`config.mk`:
```
export PLATFORM = sky130hd
export DESIGN_NAME = sbfc_top
export DESIGN_NICKNAME = d
export VERILOG_FILES = /design/src/sbfc_pkg.sv /design/src/sbfc_top.sv
export SDC_FILE = /design/constraint.sdc
export NUM_CORES = 1
export LEC_CHECK = 0
export BUFFER_PORTS_ARGS = -buffer_cell sky130_fd_sc_hd__buf_2
export CAP_MARGIN = 25
export CORE_ASPECT_RATIO = 2
export CORE_MARGIN = 2
export CORE_UTILIZATION = 50
export DETAILED_ROUTE_END_ITERATION = 7
export PLACE_DENSITY = 0.77
export SYNTH_ARGS = -nofsm -noshare
export SYNTH_HDL_FRONTEND = slang
export SYNTH_HIERARCHICAL = 1
export SYNTH_SLANG_ARGS = --single-unit
```
`constraint.sdc`:
```
create_clock -name clk_sys -period 3.4 [get_ports clk_sys]
set_input_delay 0.51 -clock clk_sys [delete_from_list [all_inputs] [get_ports clk_sys]]
set_output_delay 0.51 -clock clk_sys [all_outputs]
set_load 0.01 [all_outputs]
```
`src/sbfc_pkg.sv`:
```
`default_nettype none
package sbfc_pkg;
  // widths and depths
  localparam int CHAN_N = 2;
  localparam int DATA_W = 16;
  localparam int RX_W = 17;
  localparam int FIFO_DEPTH = 4;

  // register pointer values
  localparam logic [2:0] REG_CH0_HI = 3'h0;
  localparam logic [2:0] REG_CH0_LO = 3'h1;
  localparam logic [2:0] REG_CH1_HI = 3'h2;
  localparam logic [2:0] REG_CH1_LO = 3'h3;
  localparam logic [2:0] REG_STATUS = 3'h4;
  localparam logic [2:0] REG_CH0_CTRL = 3'h5;
  localparam logic [2:0] REG_CH1_CTRL = 3'h6;
  localparam logic [2:0] REG_ENABLE = 3'h7;
  localparam logic [2:0] REG_PTR_RESET = 3'h0;

  // reset values and masks
  localparam logic [7:0] CTRL_RESET = 8'h00;
  localparam logic [7:0] CTRL_MASK = 8'h7f;
  localparam logic [1:0] ENABLE_RESET = 2'h0;
  localparam logic [7:0] BYTE_ZERO = 8'h00;

  // control field positions
  localparam int CTRL_CDIV_LSB = 0;
  localparam int CTRL_DLY_LSB = 2;
  localparam int CTRL_MS_BIT = 6;

  // status field layout: per channel {err, tx empty, tx not full, rx not empty}
  localparam int STATUS_CH_W = 4;

  // spi framing
  localparam logic [2:0] SPI_BIT_INIT = 3'h7;
  localparam logic [2:0] SPI_BIT_LAST = 3'h0;
  localparam int CMD_WRITE_BIT = 7;

  // serial frame
  localparam logic [4:0] BIT_INDEX_SHORT = 5'h0b;
  localparam logic [4:0] BIT_INDEX_LONG = 5'h13;
  localparam logic [4:0] CRC_BITS = 5'h04;
  localparam logic [4:0] BIT_INDEX_LAST = 5'h00;
  localparam logic [3:0] CRC_EXPECT = 4'h0;

  // bit timing: three sub-steps per bit, gap of 4 bit times at setting 0
  localparam logic [2:0] DIV_BASE = 3'h1;
  localparam logic [7:0] GAP_TICKS_BASE = 8'h0c;

  typedef enum logic [1:0] {
    spi_idle_state,
    spi_command_state,
    spi_burst_state
  } sbfc_spi_state_t;

  typedef enum logic [3:0] {
    frame_gap_state,
    lead_delay_state,
    lead_delay1_state,
    lead_delay2_state,
    bit_low_state,
    bit_data_state,
    bit_high_state,
    rx_push_state,
    tx_pop_state
  } sbfc_eng_state_t;
endpackage
`default_nettype wire

```
`src/sbfc_top.sv`:
```
// Summary of operation
// - channel_enable uses bits 1:0 as channel enables; bits 7:2 read zero.
// - disabled channel holds frame_line high and signal_line low.
// - disabling a channel flushes and zeroes its FIFOs and stops its transfer.
// - reset clears FIFOs and pointers, disables channels, idles all state machines.
// - control write aborts transfer from its first bit, lines idle, for whole write.
// - after control write, flush FIFOs and time a fresh gap with new settings.
// - spi machine steps on sck rise; idle on reset or cs high, counter 7.
// - first byte is command: top bit write/read, low three bits load pointer.
// - after command, burst of register transfers until cs high or reset.
// - burst write to control register raises abort for that channel.
// - writing a data low byte pushes the transmit FIFO.
// - accessing data low byte with receive data pending pops receive FIFO.
// - receive push happens before transmit pop at frame end.
// - engine steps on scaled bit clock; reset, abort, disable force gap state.
// - enabled channel with transmit data drops frame, waits one bit in thirds.
// - bit index loads 11 for short or 19 for long messages.
// - each bit: low third, data third, high third on signal_line.
// - bit index decrements after each bit until last crc bit.
// - after last crc bit: receive push step, transmit pop step, then gap.
// - gap counter restarts at end of last crc bit, overlapping push and pop.
// - transmit FIFO is four deep, updated on push and pop requests.
// - spi and bit clock treated as unrelated; both sampled into one domain.
// - message size 0: 16 data plus 4 crc; 1: 8 data plus 4 crc, msb first.
// - divider setting scales bit clock by 1, 2, 4 or 8.
// - gap setting gives minimum 4, 8, 16 or 32 bit times between frames.
// - register pointer increments after each data transfer, wrapping 7 to 0.
`timescale 1ns/10ps
`default_nettype none

module sbfc_fifo #(
  parameter int WIDTH = 16,
  parameter int DEPTH = 4
) (
  // clock and reset
  input wire logic clk_sys,
  input wire logic rst,
  input wire logic flush,
  // fill side
  input wire logic in_valid,
  input wire logic [WIDTH-1:0] in_data,
  output logic in_ready,
  // drain side
  output logic out_valid,
  output logic [WIDTH-1:0] out_data,
  input wire logic out_ready
);
  localparam int PW = $clog2(DEPTH);
  localparam logic [PW-1:0] PTR_LAST = PW'(DEPTH - 1);
  localparam logic [PW:0] COUNT_FULL = (PW + 1)'(DEPTH);
  localparam logic [PW:0] COUNT_ONE = (PW + 1)'(1);
  localparam logic [PW-1:0] PTR_ONE = PW'(1);

  logic [WIDTH-1:0] mem [DEPTH];
  logic [PW-1:0] wr_ptr;
  logic [PW-1:0] rd_ptr;
  logic [PW:0] count;
  logic push;
  logic pop;

  assign in_ready = (count != COUNT_FULL);
  assign out_valid = (count != '0);
  assign out_data = mem[rd_ptr];
  // a push into a full fifo is simply not taken
  assign push = in_valid && in_ready;
  assign pop = out_valid && out_ready;

  always_ff @(posedge clk_sys)
  begin
    if (rst || flush)
    begin
      for (int i = 0; i < DEPTH; i++)
      begin
        mem[i] <= '0;
      end
    end
    else if (push)
    begin
      mem[wr_ptr] <= in_data;
    end
  end

  always_ff @(posedge clk_sys)
  begin
    if (rst || flush)
    begin
      wr_ptr <= '0;
      rd_ptr <= '0;
      count <= '0;
    end
    else
    begin
      if (push)
      begin
        wr_ptr <= (wr_ptr == PTR_LAST) ? '0 : wr_ptr + PTR_ONE;
      end
      if (pop)
      begin
        rd_ptr <= (rd_ptr == PTR_LAST) ? '0 : rd_ptr + PTR_ONE;
      end
      if (push && !pop)
      begin
        count <= count + COUNT_ONE;
      end
      else if (pop && !push)
      begin
        count <= count - COUNT_ONE;
      end
    end
  end
endmodule

module sbfc_top (
  // clock and reset
  input wire logic clk_sys,
  input wire logic rst,
  // spi slave pins
  input wire logic spi_cs_n,
  input wire logic spi_sck,
  input wire logic spi_mosi,
  output logic spi_miso,
  output logic spi_miso_oe,
  // bit timing clock input
  input wire logic bit_clk_in,
  // physical layer lines
  output logic [1:0] frame_line,
  output logic [1:0] signal_line,
  input wire logic [1:0] return_line
);
  localparam int RX_W_L = sbfc_pkg::RX_W;

  sbfc_pkg::sbfc_spi_state_t spi_state;
  logic sck_q;
  logic cs_n_q;
  logic bclk_q;
  logic sck_rise;
  logic sck_fall;
  logic cs_fall;
  logic bclk_rise;
  logic spi_write;
  logic [2:0] bit_cnt;
  logic [6:0] in_shift;
  logic [7:0] out_shift;
  logic [7:0] byte_val;
  logic byte_done;
  logic data_done;
  logic wr_done;
  logic abort_start;
  logic [2:0] reg_ptr;
  logic [2:0] ptr_pend;
  logic load_pend;
  logic cmd_pend;
  logic [1:0] channel_enable;
  logic [7:0] ctrl_reg [2];
  logic [7:0] tx_hi [2];
  logic [1:0] abort_hold;
  logic [1:0] abort_end;
  logic [1:0] abort_now;
  logic [RX_W_L-1:0] rx_head [2];
  logic [3:0] chan_status [2];
  logic [7:0] status_live;
  logic [7:0] snap_status;
  logic [15:0] snap_rx0;
  logic [15:0] snap_rx1;

  function automatic logic [7:0] read_sel(input logic [2:0] p, input logic [7:0] st, input logic [15:0] d0,
                                          input logic [15:0] d1, input logic [7:0] c0, input logic [7:0] c1,
                                          input logic [1:0] en);
    logic [7:0] r;
    r = sbfc_pkg::BYTE_ZERO;
    unique case (p)
      sbfc_pkg::REG_CH0_HI: r = d0[15:8];
      sbfc_pkg::REG_CH0_LO: r = d0[7:0];
      sbfc_pkg::REG_CH1_HI: r = d1[15:8];
      sbfc_pkg::REG_CH1_LO: r = d1[7:0];
      sbfc_pkg::REG_STATUS: r = st;
      sbfc_pkg::REG_CH0_CTRL: r = c0;
      sbfc_pkg::REG_CH1_CTRL: r = c1;
      sbfc_pkg::REG_ENABLE: r = {6'h00, en};
    endcase
    return r;
  endfunction

  // both clocks are sampled as plain inputs; only edges are used, so their phase never matters
  assign sck_rise = spi_sck && !sck_q;
  assign sck_fall = !spi_sck && sck_q;
  assign cs_fall = !spi_cs_n && cs_n_q;
  assign bclk_rise = bit_clk_in && !bclk_q;
  assign byte_val = {in_shift, spi_mosi};
  assign byte_done = sck_rise && (spi_state != sbfc_pkg::spi_idle_state) && (bit_cnt == sbfc_pkg::SPI_BIT_LAST);
  assign data_done = byte_done && (spi_state == sbfc_pkg::spi_burst_state);
  assign wr_done = data_done && spi_write;
  assign abort_start = sck_rise && (spi_state == sbfc_pkg::spi_burst_state) && spi_write
                       && (bit_cnt == sbfc_pkg::SPI_BIT_INIT);
  assign status_live = {chan_status[1], chan_status[0]};
  assign spi_miso = out_shift[7];
  assign spi_miso_oe = !spi_cs_n;

  always_ff @(posedge clk_sys)
  begin
    if (rst)
    begin
      sck_q <= 1'b0;
      cs_n_q <= 1'b1;
      bclk_q <= 1'b0;
    end
    else
    begin
      sck_q <= spi_sck;
      cs_n_q <= spi_cs_n;
      bclk_q <= bit_clk_in;
    end
  end

  // spi transfer machine
  always_ff @(posedge clk_sys)
  begin
    if (rst || spi_cs_n)
    begin
      spi_state <= sbfc_pkg::spi_idle_state;
      spi_write <= 1'b0;
      bit_cnt <= sbfc_pkg::SPI_BIT_INIT;
    end
    else if (sck_rise)
    begin
      bit_cnt <= bit_cnt - 3'h1;
      unique case (spi_state)
        sbfc_pkg::spi_idle_state:
        begin
          spi_write <= spi_mosi;
          spi_state <= sbfc_pkg::spi_command_state;
        end
        sbfc_pkg::spi_command_state:
        begin
          if (bit_cnt == sbfc_pkg::SPI_BIT_LAST)
          begin
            spi_state <= sbfc_pkg::spi_burst_state;
          end
        end
        sbfc_pkg::spi_burst_state:
        begin
          spi_state <= sbfc_pkg::spi_burst_state;
        end
      endcase
    end
  end

  always_ff @(posedge clk_sys)
  begin
    if (rst)
    begin
      in_shift <= '0;
    end
    else if (sck_rise)
    begin
      in_shift <= byte_val[6:0];
    end
  end

  // pointer and read path; the command byte moves the pointer on the next falling edge
  always_ff @(posedge clk_sys)
  begin
    if (rst)
    begin
      reg_ptr <= sbfc_pkg::REG_PTR_RESET;
      ptr_pend <= sbfc_pkg::REG_PTR_RESET;
      load_pend <= 1'b0;
      cmd_pend <= 1'b0;
      out_shift <= sbfc_pkg::BYTE_ZERO;
    end
    else if (spi_cs_n)
    begin
      load_pend <= 1'b0;
      cmd_pend <= 1'b0;
    end
    else if (cs_fall)
    begin
      out_shift <= read_sel(reg_ptr, status_live, rx_head[0][15:0], rx_head[1][15:0],
                            ctrl_reg[0], ctrl_reg[1], channel_enable);
    end
    else if (byte_done)
    begin
      load_pend <= 1'b1;
      cmd_pend <= (spi_state == sbfc_pkg::spi_command_state);
      if (spi_state == sbfc_pkg::spi_command_state)
      begin
        ptr_pend <= byte_val[2:0];
      end
      else
      begin
        reg_ptr <= reg_ptr + 3'h1;
      end
    end
    else if (sck_fall && load_pend)
    begin
      load_pend <= 1'b0;
      if (cmd_pend)
      begin
        reg_ptr <= ptr_pend;
      end
      out_shift <= read_sel(cmd_pend ? ptr_pend : reg_ptr, snap_status, snap_rx0, snap_rx1,
                            ctrl_reg[0], ctrl_reg[1], channel_enable);
    end
    else if (sck_fall && (bit_cnt != sbfc_pkg::SPI_BIT_INIT))
    begin
      out_shift <= {out_shift[6:0], 1'b0};
    end
  end

  // status and receive data are frozen at chip select fall so a burst sees one coherent view
  always_ff @(posedge clk_sys)
  begin
    if (rst)
    begin
      snap_status <= sbfc_pkg::BYTE_ZERO;
      snap_rx0 <= '0;
      snap_rx1 <= '0;
    end
    else if (cs_fall)
    begin
      snap_status <= status_live;
      snap_rx0 <= rx_head[0][15:0];
      snap_rx1 <= rx_head[1][15:0];
    end
  end

  always_ff @(posedge clk_sys)
  begin
    if (rst)
    begin
      channel_enable <= sbfc_pkg::ENABLE_RESET;
    end
    else if (wr_done && (reg_ptr == sbfc_pkg::REG_ENABLE))
    begin
      channel_enable <= byte_val[1:0];
    end
  end

  genvar c;
  generate
    for (c = 0; c < sbfc_pkg::CHAN_N; c++)
    begin : g_chan
      localparam logic [2:0] PTR_HI = (c == 1) ? sbfc_pkg::REG_CH1_HI : sbfc_pkg::REG_CH0_HI;
      localparam logic [2:0] PTR_LO = (c == 1) ? sbfc_pkg::REG_CH1_LO : sbfc_pkg::REG_CH0_LO;
      localparam logic [2:0] PTR_CTRL = (c == 1) ? sbfc_pkg::REG_CH1_CTRL : sbfc_pkg::REG_CH0_CTRL;
      sbfc_pkg::sbfc_eng_state_t eng_state;
      logic chan_on;
      logic kill;
      logic flush;
      logic [1:0] bit_clock_divider;
      logic [1:0] frame_gap_setting;
      logic message_size_sel;
      logic [2:0] div_cnt;
      logic [2:0] div_max;
      logic tick;
      logic [7:0] gap_cnt;
      logic gap_done;
      logic [4:0] bit_index;
      logic [19:0] rx_shift;
      logic last_bit_end;
      logic tx_push;
      logic tx_ready;
      logic tx_valid;
      logic [15:0] tx_word;
      logic tx_pop;
      logic rx_push;
      logic rx_ready;
      logic rx_valid;
      logic rx_pop;
      logic [16:0] rx_word;
      logic [16:0] rx_word_out;
      logic tx_bit;
      logic frame_q;
      logic signal_q;

      assign chan_on = channel_enable[c];
      assign bit_clock_divider = ctrl_reg[c][sbfc_pkg::CTRL_CDIV_LSB +: 2];
      assign frame_gap_setting = ctrl_reg[c][sbfc_pkg::CTRL_DLY_LSB +: 2];
      assign message_size_sel = ctrl_reg[c][sbfc_pkg::CTRL_MS_BIT];
      assign abort_now[c] = abort_hold[c] || (abort_start && (reg_ptr == PTR_CTRL));
      assign kill = !chan_on || abort_now[c] || abort_end[c];
      assign flush = !chan_on || abort_end[c];
      assign div_max = 3'((sbfc_pkg::DIV_BASE << bit_clock_divider) - sbfc_pkg::DIV_BASE);
      assign tick = bclk_rise && (div_cnt == div_max);
      assign gap_done = gap_cnt >= 8'(sbfc_pkg::GAP_TICKS_BASE << frame_gap_setting);
      assign last_bit_end = tick && (eng_state == sbfc_pkg::bit_high_state) && (bit_index == sbfc_pkg::BIT_INDEX_LAST);
      assign tx_push = wr_done && (reg_ptr == PTR_LO);
      assign rx_pop = data_done && (reg_ptr == PTR_LO);
      assign rx_push = tick && (eng_state == sbfc_pkg::rx_push_state) && rx_ready;
      assign tx_pop = tick && (eng_state == sbfc_pkg::tx_pop_state);
      // crc is not generated here; the crc slot carries the expected constant
      assign tx_bit = (bit_index >= sbfc_pkg::CRC_BITS) ? tx_word[4'(bit_index - sbfc_pkg::CRC_BITS)] : 1'b0;
      assign rx_word[16] = (rx_shift[3:0] != sbfc_pkg::CRC_EXPECT);
      assign rx_word[15:0] = message_size_sel ? {8'h00, rx_shift[11:4]} : rx_shift[19:4];
      assign rx_head[c] = rx_valid ? rx_word_out : '0;
      assign chan_status[c] = {rx_head[c][16], !tx_valid, tx_ready, rx_valid};
      assign frame_line[c] = frame_q;
      assign signal_line[c] = signal_q;

      always_ff @(posedge clk_sys)
      begin
        if (rst)
        begin
          ctrl_reg[c] <= sbfc_pkg::CTRL_RESET;
          tx_hi[c] <= sbfc_pkg::BYTE_ZERO;
        end
        else if (wr_done && (reg_ptr == PTR_CTRL))
        begin
          ctrl_reg[c] <= byte_val & sbfc_pkg::CTRL_MASK;
        end
        else if (wr_done && (reg_ptr == PTR_HI))
        begin
          tx_hi[c] <= byte_val;
        end
      end

      always_ff @(posedge clk_sys)
      begin
        if (rst || spi_cs_n || data_done)
        begin
          abort_hold[c] <= 1'b0;
        end
        else if (abort_start && (reg_ptr == PTR_CTRL))
        begin
          abort_hold[c] <= 1'b1;
        end
      end

      always_ff @(posedge clk_sys)
      begin
        if (rst)
        begin
          abort_end[c] <= 1'b0;
        end
        else
        begin
          abort_end[c] <= wr_done && (reg_ptr == PTR_CTRL);
        end
      end

      always_ff @(posedge clk_sys)
      begin
        if (rst || kill)
        begin
          div_cnt <= '0;
        end
        else if (bclk_rise)
        begin
          div_cnt <= (div_cnt == div_max) ? '0 : div_cnt + 3'h1;
        end
      end

      // a fresh gap after abort uses the settings just written; any partial gap is dropped
      always_ff @(posedge clk_sys)
      begin
        if (rst || kill || last_bit_end)
        begin
          gap_cnt <= '0;
        end
        else if (tick && !gap_done)
        begin
          gap_cnt <= gap_cnt + 8'h01;
        end
      end

      always_ff @(posedge clk_sys)
      begin
        if (rst || kill)
        begin
          eng_state <= sbfc_pkg::frame_gap_state;
        end
        else if (tick)
        begin
          unique case (eng_state)
            sbfc_pkg::frame_gap_state:
              if (gap_done && chan_on && tx_valid)
              begin
                eng_state <= sbfc_pkg::lead_delay_state;
              end
            sbfc_pkg::lead_delay_state: eng_state <= sbfc_pkg::lead_delay1_state;
            sbfc_pkg::lead_delay1_state: eng_state <= sbfc_pkg::lead_delay2_state;
            sbfc_pkg::lead_delay2_state: eng_state <= sbfc_pkg::bit_low_state;
            sbfc_pkg::bit_low_state: eng_state <= sbfc_pkg::bit_data_state;
            sbfc_pkg::bit_data_state: eng_state <= sbfc_pkg::bit_high_state;
            sbfc_pkg::bit_high_state:
              eng_state <= (bit_index == sbfc_pkg::BIT_INDEX_LAST) ? sbfc_pkg::rx_push_state
                           : sbfc_pkg::bit_low_state;
            sbfc_pkg::rx_push_state:
              if (rx_ready)
              begin
                eng_state <= sbfc_pkg::tx_pop_state;
              end
            sbfc_pkg::tx_pop_state: eng_state <= sbfc_pkg::frame_gap_state;
          endcase
        end
      end

      always_ff @(posedge clk_sys)
      begin
        if (rst)
        begin
          bit_index <= '0;
          rx_shift <= '0;
        end
        else if (tick && (eng_state == sbfc_pkg::lead_delay2_state))
        begin
          bit_index <= message_size_sel ? sbfc_pkg::BIT_INDEX_SHORT : sbfc_pkg::BIT_INDEX_LONG;
          rx_shift <= '0;
        end
        else if (tick && (eng_state == sbfc_pkg::bit_data_state))
        begin
          rx_shift <= {rx_shift[18:0], return_line[c]};
        end
        else if (tick && (eng_state == sbfc_pkg::bit_high_state) && (bit_index != sbfc_pkg::BIT_INDEX_LAST))
        begin
          bit_index <= bit_index - 5'h01;
        end
      end

      always_ff @(posedge clk_sys)
      begin
        if (rst || kill)
        begin
          frame_q <= 1'b1;
          signal_q <= 1'b0;
        end
        else
        begin
          unique case (eng_state)
            sbfc_pkg::lead_delay_state, sbfc_pkg::lead_delay1_state, sbfc_pkg::lead_delay2_state:
            begin
              frame_q <= 1'b0;
              signal_q <= 1'b0;
            end
            sbfc_pkg::bit_low_state:
            begin
              frame_q <= 1'b0;
              signal_q <= 1'b0;
            end
            sbfc_pkg::bit_data_state:
            begin
              frame_q <= 1'b0;
              signal_q <= tx_bit;
            end
            sbfc_pkg::bit_high_state:
            begin
              frame_q <= 1'b0;
              signal_q <= 1'b1;
            end
            sbfc_pkg::frame_gap_state, sbfc_pkg::rx_push_state, sbfc_pkg::tx_pop_state:
            begin
              frame_q <= 1'b1;
              signal_q <= 1'b0;
            end
          endcase
        end
      end

      // each channel owns its fifos and engine; only the spi side is shared
      sbfc_fifo #(.WIDTH(sbfc_pkg::DATA_W), .DEPTH(sbfc_pkg::FIFO_DEPTH)) u_tx_fifo (
        .clk_sys(clk_sys),
        .rst(rst),
        .flush(flush),
        .in_valid(tx_push),
        .in_data({tx_hi[c], byte_val}),
        .in_ready(tx_ready),
        .out_valid(tx_valid),
        .out_data(tx_word),
        .out_ready(tx_pop)
      );

      // a full receive fifo holds the engine in its push step
      sbfc_fifo #(.WIDTH(sbfc_pkg::RX_W), .DEPTH(sbfc_pkg::FIFO_DEPTH)) u_rx_fifo (
        .clk_sys(clk_sys),
        .rst(rst),
        .flush(flush),
        .in_valid(rx_push),
        .in_data(rx_word),
        .in_ready(rx_ready),
        .out_valid(rx_valid),
        .out_data(rx_word_out),
        .out_ready(rx_pop)
      );
    end
  endgenerate
endmodule

`default_nettype wire

```
==> impl_metrics.prom <==
# TYPE chip_impl_metric gauge
chip_impl_info{name="outcome",value="finished, final reports clean"} 1
chip_impl_metric{name="cts_hold_buf",unit=""} 0
chip_impl_metric{name="cell_internal_pwr",unit="mW"} 9.24
chip_impl_info{name="layout_common_cells",value="294 x edfxtp_1, 203 x and3_1, 198 x dfxtp_1"} 1
chip_impl_metric{name="final_hold_viol_count",unit=""} 0
chip_impl_metric{name="postPlaceCellArea",unit="sq um"} 24400
chip_impl_metric{name="gp_congestion",unit=""} 1.00
chip_impl_metric{name="synth_nets",unit=""} 2166
chip_impl_metric{name="timing_worst_slew_pin_value",unit="ns"} 1.11
chip_impl_info{name="clock-root-buffer",value="clkbuf_16"} 1
chip_impl_metric{name="max_clock_freq",unit="GHz"} 0.323
chip_impl_metric{name="yosysSeqAreaShare",unit="%"} 53.9
chip_impl_metric{name="areaGrowthSynthToFinish",unit="%"} 9.00
chip_impl_metric{name="power.sequential.fraction",unit="%"} 54.4
chip_impl_metric{name="fin_tns_setup",unit="ns"} 0
chip_impl_metric{name="io_buffers",unit=""} 13
chip_impl_info{name="rsz0062_at_grt",value="false"} 1
chip_impl_metric{name="floorplan.initialDensity",unit="%"} 50.7
chip_impl_metric{name="critPathMaxFanout",unit=""} 10
chip_impl_metric{name="design.core.area",unit="sq um"} 46800
chip_impl_info{name="timing.critical_path.cells",value="inv_1 > ha_1 > nor3_4 > nand3_2 > nor2_1 > nand2_1 > inv_1 > ha_1 > inv_1 > fa_1 > xor2_1 > or3_1 > a21oi_1"} 1
chip_impl_metric{name="ys_types",unit=""} 86
chip_impl_metric{name="worst_ep_required_time",unit="ns"} 3.87
chip_impl_metric{name="cpPeakStageDelay",unit="ns"} 0.37
chip_impl_info{name="cell_type_with_the_highest_occurrence_count_on_the_critical_path",value="inv_1"} 1
chip_impl_metric{name="switching_share",unit="%"} 20.3
chip_impl_metric{name="postSynthAreaPerCell",unit="sq um"} 11.3
chip_impl_metric{name="clock_latency_on_the_worst_skew_pair",unit="ns"} 0.55
chip_impl_metric{name="viasPerCell",unit=""} 6.09
chip_impl_metric{name="ys.warnings.count",unit=""} 6
chip_impl_metric{name="die_w",unit="microns"} 158
chip_impl_metric{name="largest_register_ff_count",unit=""} 136
chip_impl_metric{name="grt_overflow",unit=""} 0
chip_impl_metric{name="synth_top_area_share",unit="%"} 37.2
chip_impl_info{name="worstHoldPathType",value="input port to register"} 1
chip_impl_metric{name="first_pass_iters",unit=""} 5
chip_impl_metric{name="drv_slew",unit=""} 0
chip_impl_metric{name="cts_sinks",unit=""} 492
chip_impl_metric{name="drive_above_1_share",unit="%"} 13.8
chip_impl_metric{name="power.leakage",unit="nW"} 10.2
chip_impl_metric{name="switching_power",unit="mW"} 2.36
chip_impl_metric{name="syn-instance-count",unit=""} 2101
chip_impl_metric{name="initial_detailed_routing_violation_count",unit=""} 1276
chip_impl_info{name="synth-main-ff-cell",value="edfxtp_1"} 1
chip_impl_metric{name="timing.max_cap.violations",unit=""} 0
chip_impl_metric{name="min_period_over_period",unit="%"} 91.1
chip_impl_metric{name="dp_hpwl",unit="microns"} 41100
chip_impl_metric{name="power.total",unit="mW"} 11.6
chip_impl_metric{name="routed_wire_length_per_instance",unit="microns"} 21.5
chip_impl_info{name="cts_tree",value="yes"} 1
chip_impl_info{name="critPathSlowestCell",value="dfxtp_1"} 1
chip_impl_metric{name="power.clock.fraction",unit="%"} 43.8
chip_impl_metric{name="utilization",unit="%"} 55.2
chip_impl_metric{name="final_cell_area",unit="sq um"} 25800
chip_impl_metric{name="worst-path-buf-inv",unit=""} 3
chip_impl_info{name="setup.worst_path.class",value="register to register"} 1
chip_impl_metric{name="grt_first_pass_wirelength",unit="microns"} 91900
chip_impl_metric{name="largest_net_degree_at_the_start_of_global_routing",unit=""} 69
chip_impl_metric{name="fillCellCount",unit=""} 3882
chip_impl_metric{name="pwr-share-comb",unit="%"} 1.8
chip_impl_info{name="yosys.area.top_type",value="edfxtp_1"} 1
chip_impl_info{name="largest_registers",value="g_chan.u_rx_fifo/mem x136, g_chan.u_tx_fifo/mem x128, g_chan.rx_shift x40"} 1
chip_impl_metric{name="clock_buffer_depth",unit=""} 3
chip_impl_metric{name="postSynth.asyncResetShare",unit="%"} 0
chip_impl_metric{name="power.density",unit="nW/um^2"} 449
chip_impl_metric{name="post_synth_instance_area",unit="sq um"} 23700
chip_impl_metric{name="route.detailed.drc",unit=""} 0
chip_impl_info{name="yosys-top-cells-area",value="edfxtp_1 37%, dfxtp_1 17%, mux4_2 7.1%"} 1
chip_impl_metric{name="fin_crit",unit="ns"} 3.10
chip_impl_metric{name="fp-row-count",unit=""} 112
chip_impl_metric{name="dr_total_vias",unit=""} 16760
chip_impl_metric{name="grt_pass1_vias",unit=""} 16992
chip_impl_metric{name="htree_num_levels",unit=""} 2
chip_impl_metric{name="tritoncts.num_buffers",unit=""} 41
chip_impl_metric{name="die-area",unit="sq um"} 49300
chip_impl_metric{name="fin_nets",unit=""} 2158
chip_impl_metric{name="synth-edff-count",unit=""} 294
chip_impl_metric{name="ios",unit=""} 14
chip_impl_metric{name="peakVddDrop",unit="mV"} 0.301
chip_impl_metric{name="drtAntennaViolNets",unit=""} 0
chip_impl_metric{name="critical_path_arrival",unit="ns"} 3.57
chip_impl_info{name="end_kind",value="register"} 1
chip_impl_metric{name="routed_wl",unit="microns"} 59300
chip_impl_metric{name="die_height",unit="microns"} 312
chip_impl_metric{name="setup_viol",unit=""} 0
chip_impl_metric{name="timing.max_slew.rel_slack",unit="%"} 25.6
chip_impl_info{name="register_with_the_most_flip_flops",value="g_chan.u_rx_fifo/mem"} 1
chip_impl_metric{name="grt.total_usage",unit="%"} 24.1
chip_impl_metric{name="ys_ff_latch",unit=""} 492
chip_impl_metric{name="skew",unit="ns"} 0.0139
chip_impl_metric{name="grt_antenna_before_repair",unit=""} 1
chip_impl_info{name="critical_path.top_delay_family",value="simple AND/OR/NAND/NOR gates"} 1
chip_impl_metric{name="clkSlewWorstSetupHoldPaths",unit="ns"} 0.07
chip_impl_info{name="final_common_cell",value="edfxtp_1"} 1
chip_impl_info{name="timing.critical_path.from_type",value="register"} 1
power by group through the flow:
stage / clock (mW) / combinational [mW] / sequential, mW
finish: 5.08 / 0.206 / 6.31
CTS: 5.15 / 0.201 / 6.31
detailed placement: 0 / 0.200 / 6.45
global placement: 0 / 0.192 / 6.45
global route: 5.34 / 0.221 / 6.31
floorplan: 0 / 0.130 / 6.43
per-stage QoR:
stage,hold WS [ns],cells,setup WS [ns]
3_5_place_dp,0.442,2676,0.239
2_1_floorplan,0.427,2101,0.170
3_3_place_gp,0.439,2671,0.372
5_1_grt,0.203,2751,0.0731
4_1_cts,0.188,2749,0.235
6_report,0.201,2752,0.301
cell usage after synthesis, drive strengths merged, types with 10 or more instances:
cell type  number
a21oi         151
o21ai          94
or4            11
clkbuf         83
nor2           71
dfxtp         198
mux4           75
edfxtp        294
a211oi         10
nand2b         11
mux2i          26
ha             53
inv            72
nand4          14
o211ai         18
nor3           20
and2          104
o31ai          22
a31oi          14
nor2b          35
or2            11
nand2         180
or3            23
nand3         101
buf            62
nand3b         10
and3          211
path summary, 6_finish.rpt:
path,startpoint,end,slack [ns],depth (start not counted)
setup reg to reg,spi_state[0],g_chan[0].u_tx_fifo/count[2],0.30,13
hold reg to reg,snap_rx1[12],snap_rx1[12],0.46,2
setup / recovery,spi_state[0],g_chan[0].u_tx_fifo/count[2],0.30,13
hold / removal,bit_clk_in,bclk_q,0.20,2
cell type report:
type | count | area (sq um) | share of cell area, %
tap | 627 | 785 | 3.04
multi-input combinational | 1392 | 9900 | 38.3
sequential | 492 | 12800 | 49.5
antenna | 2 | 5.00 | 0.0194
timing repair buffer | 94 | 678 | 2.62
clock inverter | 22 | 327 | 1.26
clock buffer | 51 | 1090 | 4.23
inverter | 72 | 270 | 1.05
metal layers:
metal | vias to the layer above | track usage [%] | wire [microns]
met5 | - | 0 | 0
met4 | 0 | 16.9 | 4840
met3 | 213 | 3.02 | 2460
met2 | 506 | 44.4 | 31700
met1 | 8264 | 24.5 | 20300
li1 | 7777 | - | -
cell families (layout without fill, tap and decap cells):
logic type	Yosys count	count (layout)	synth area share, %
AO/OA/AOI/OAI	386	386	10.1
multiplexers	106	106	8.47
AND/OR/NAND/NOR	833	833	19.5
other	0	2	0
adder cells (fa/ha/maj)	57	57	3.13
flip-flops	492	492	53.9
buffers and inverters	217	239	4.45
XOR/XNOR	10	10	0.369
what timing repair did:
action                     4_1_cts  5_1_grt
setup endpoints to repair        0        1
setup buffers                    0        0
resized for setup                0        1
hold endpoints to repair         0        0
Note: power is estimated with default switching activity, not from simulation.
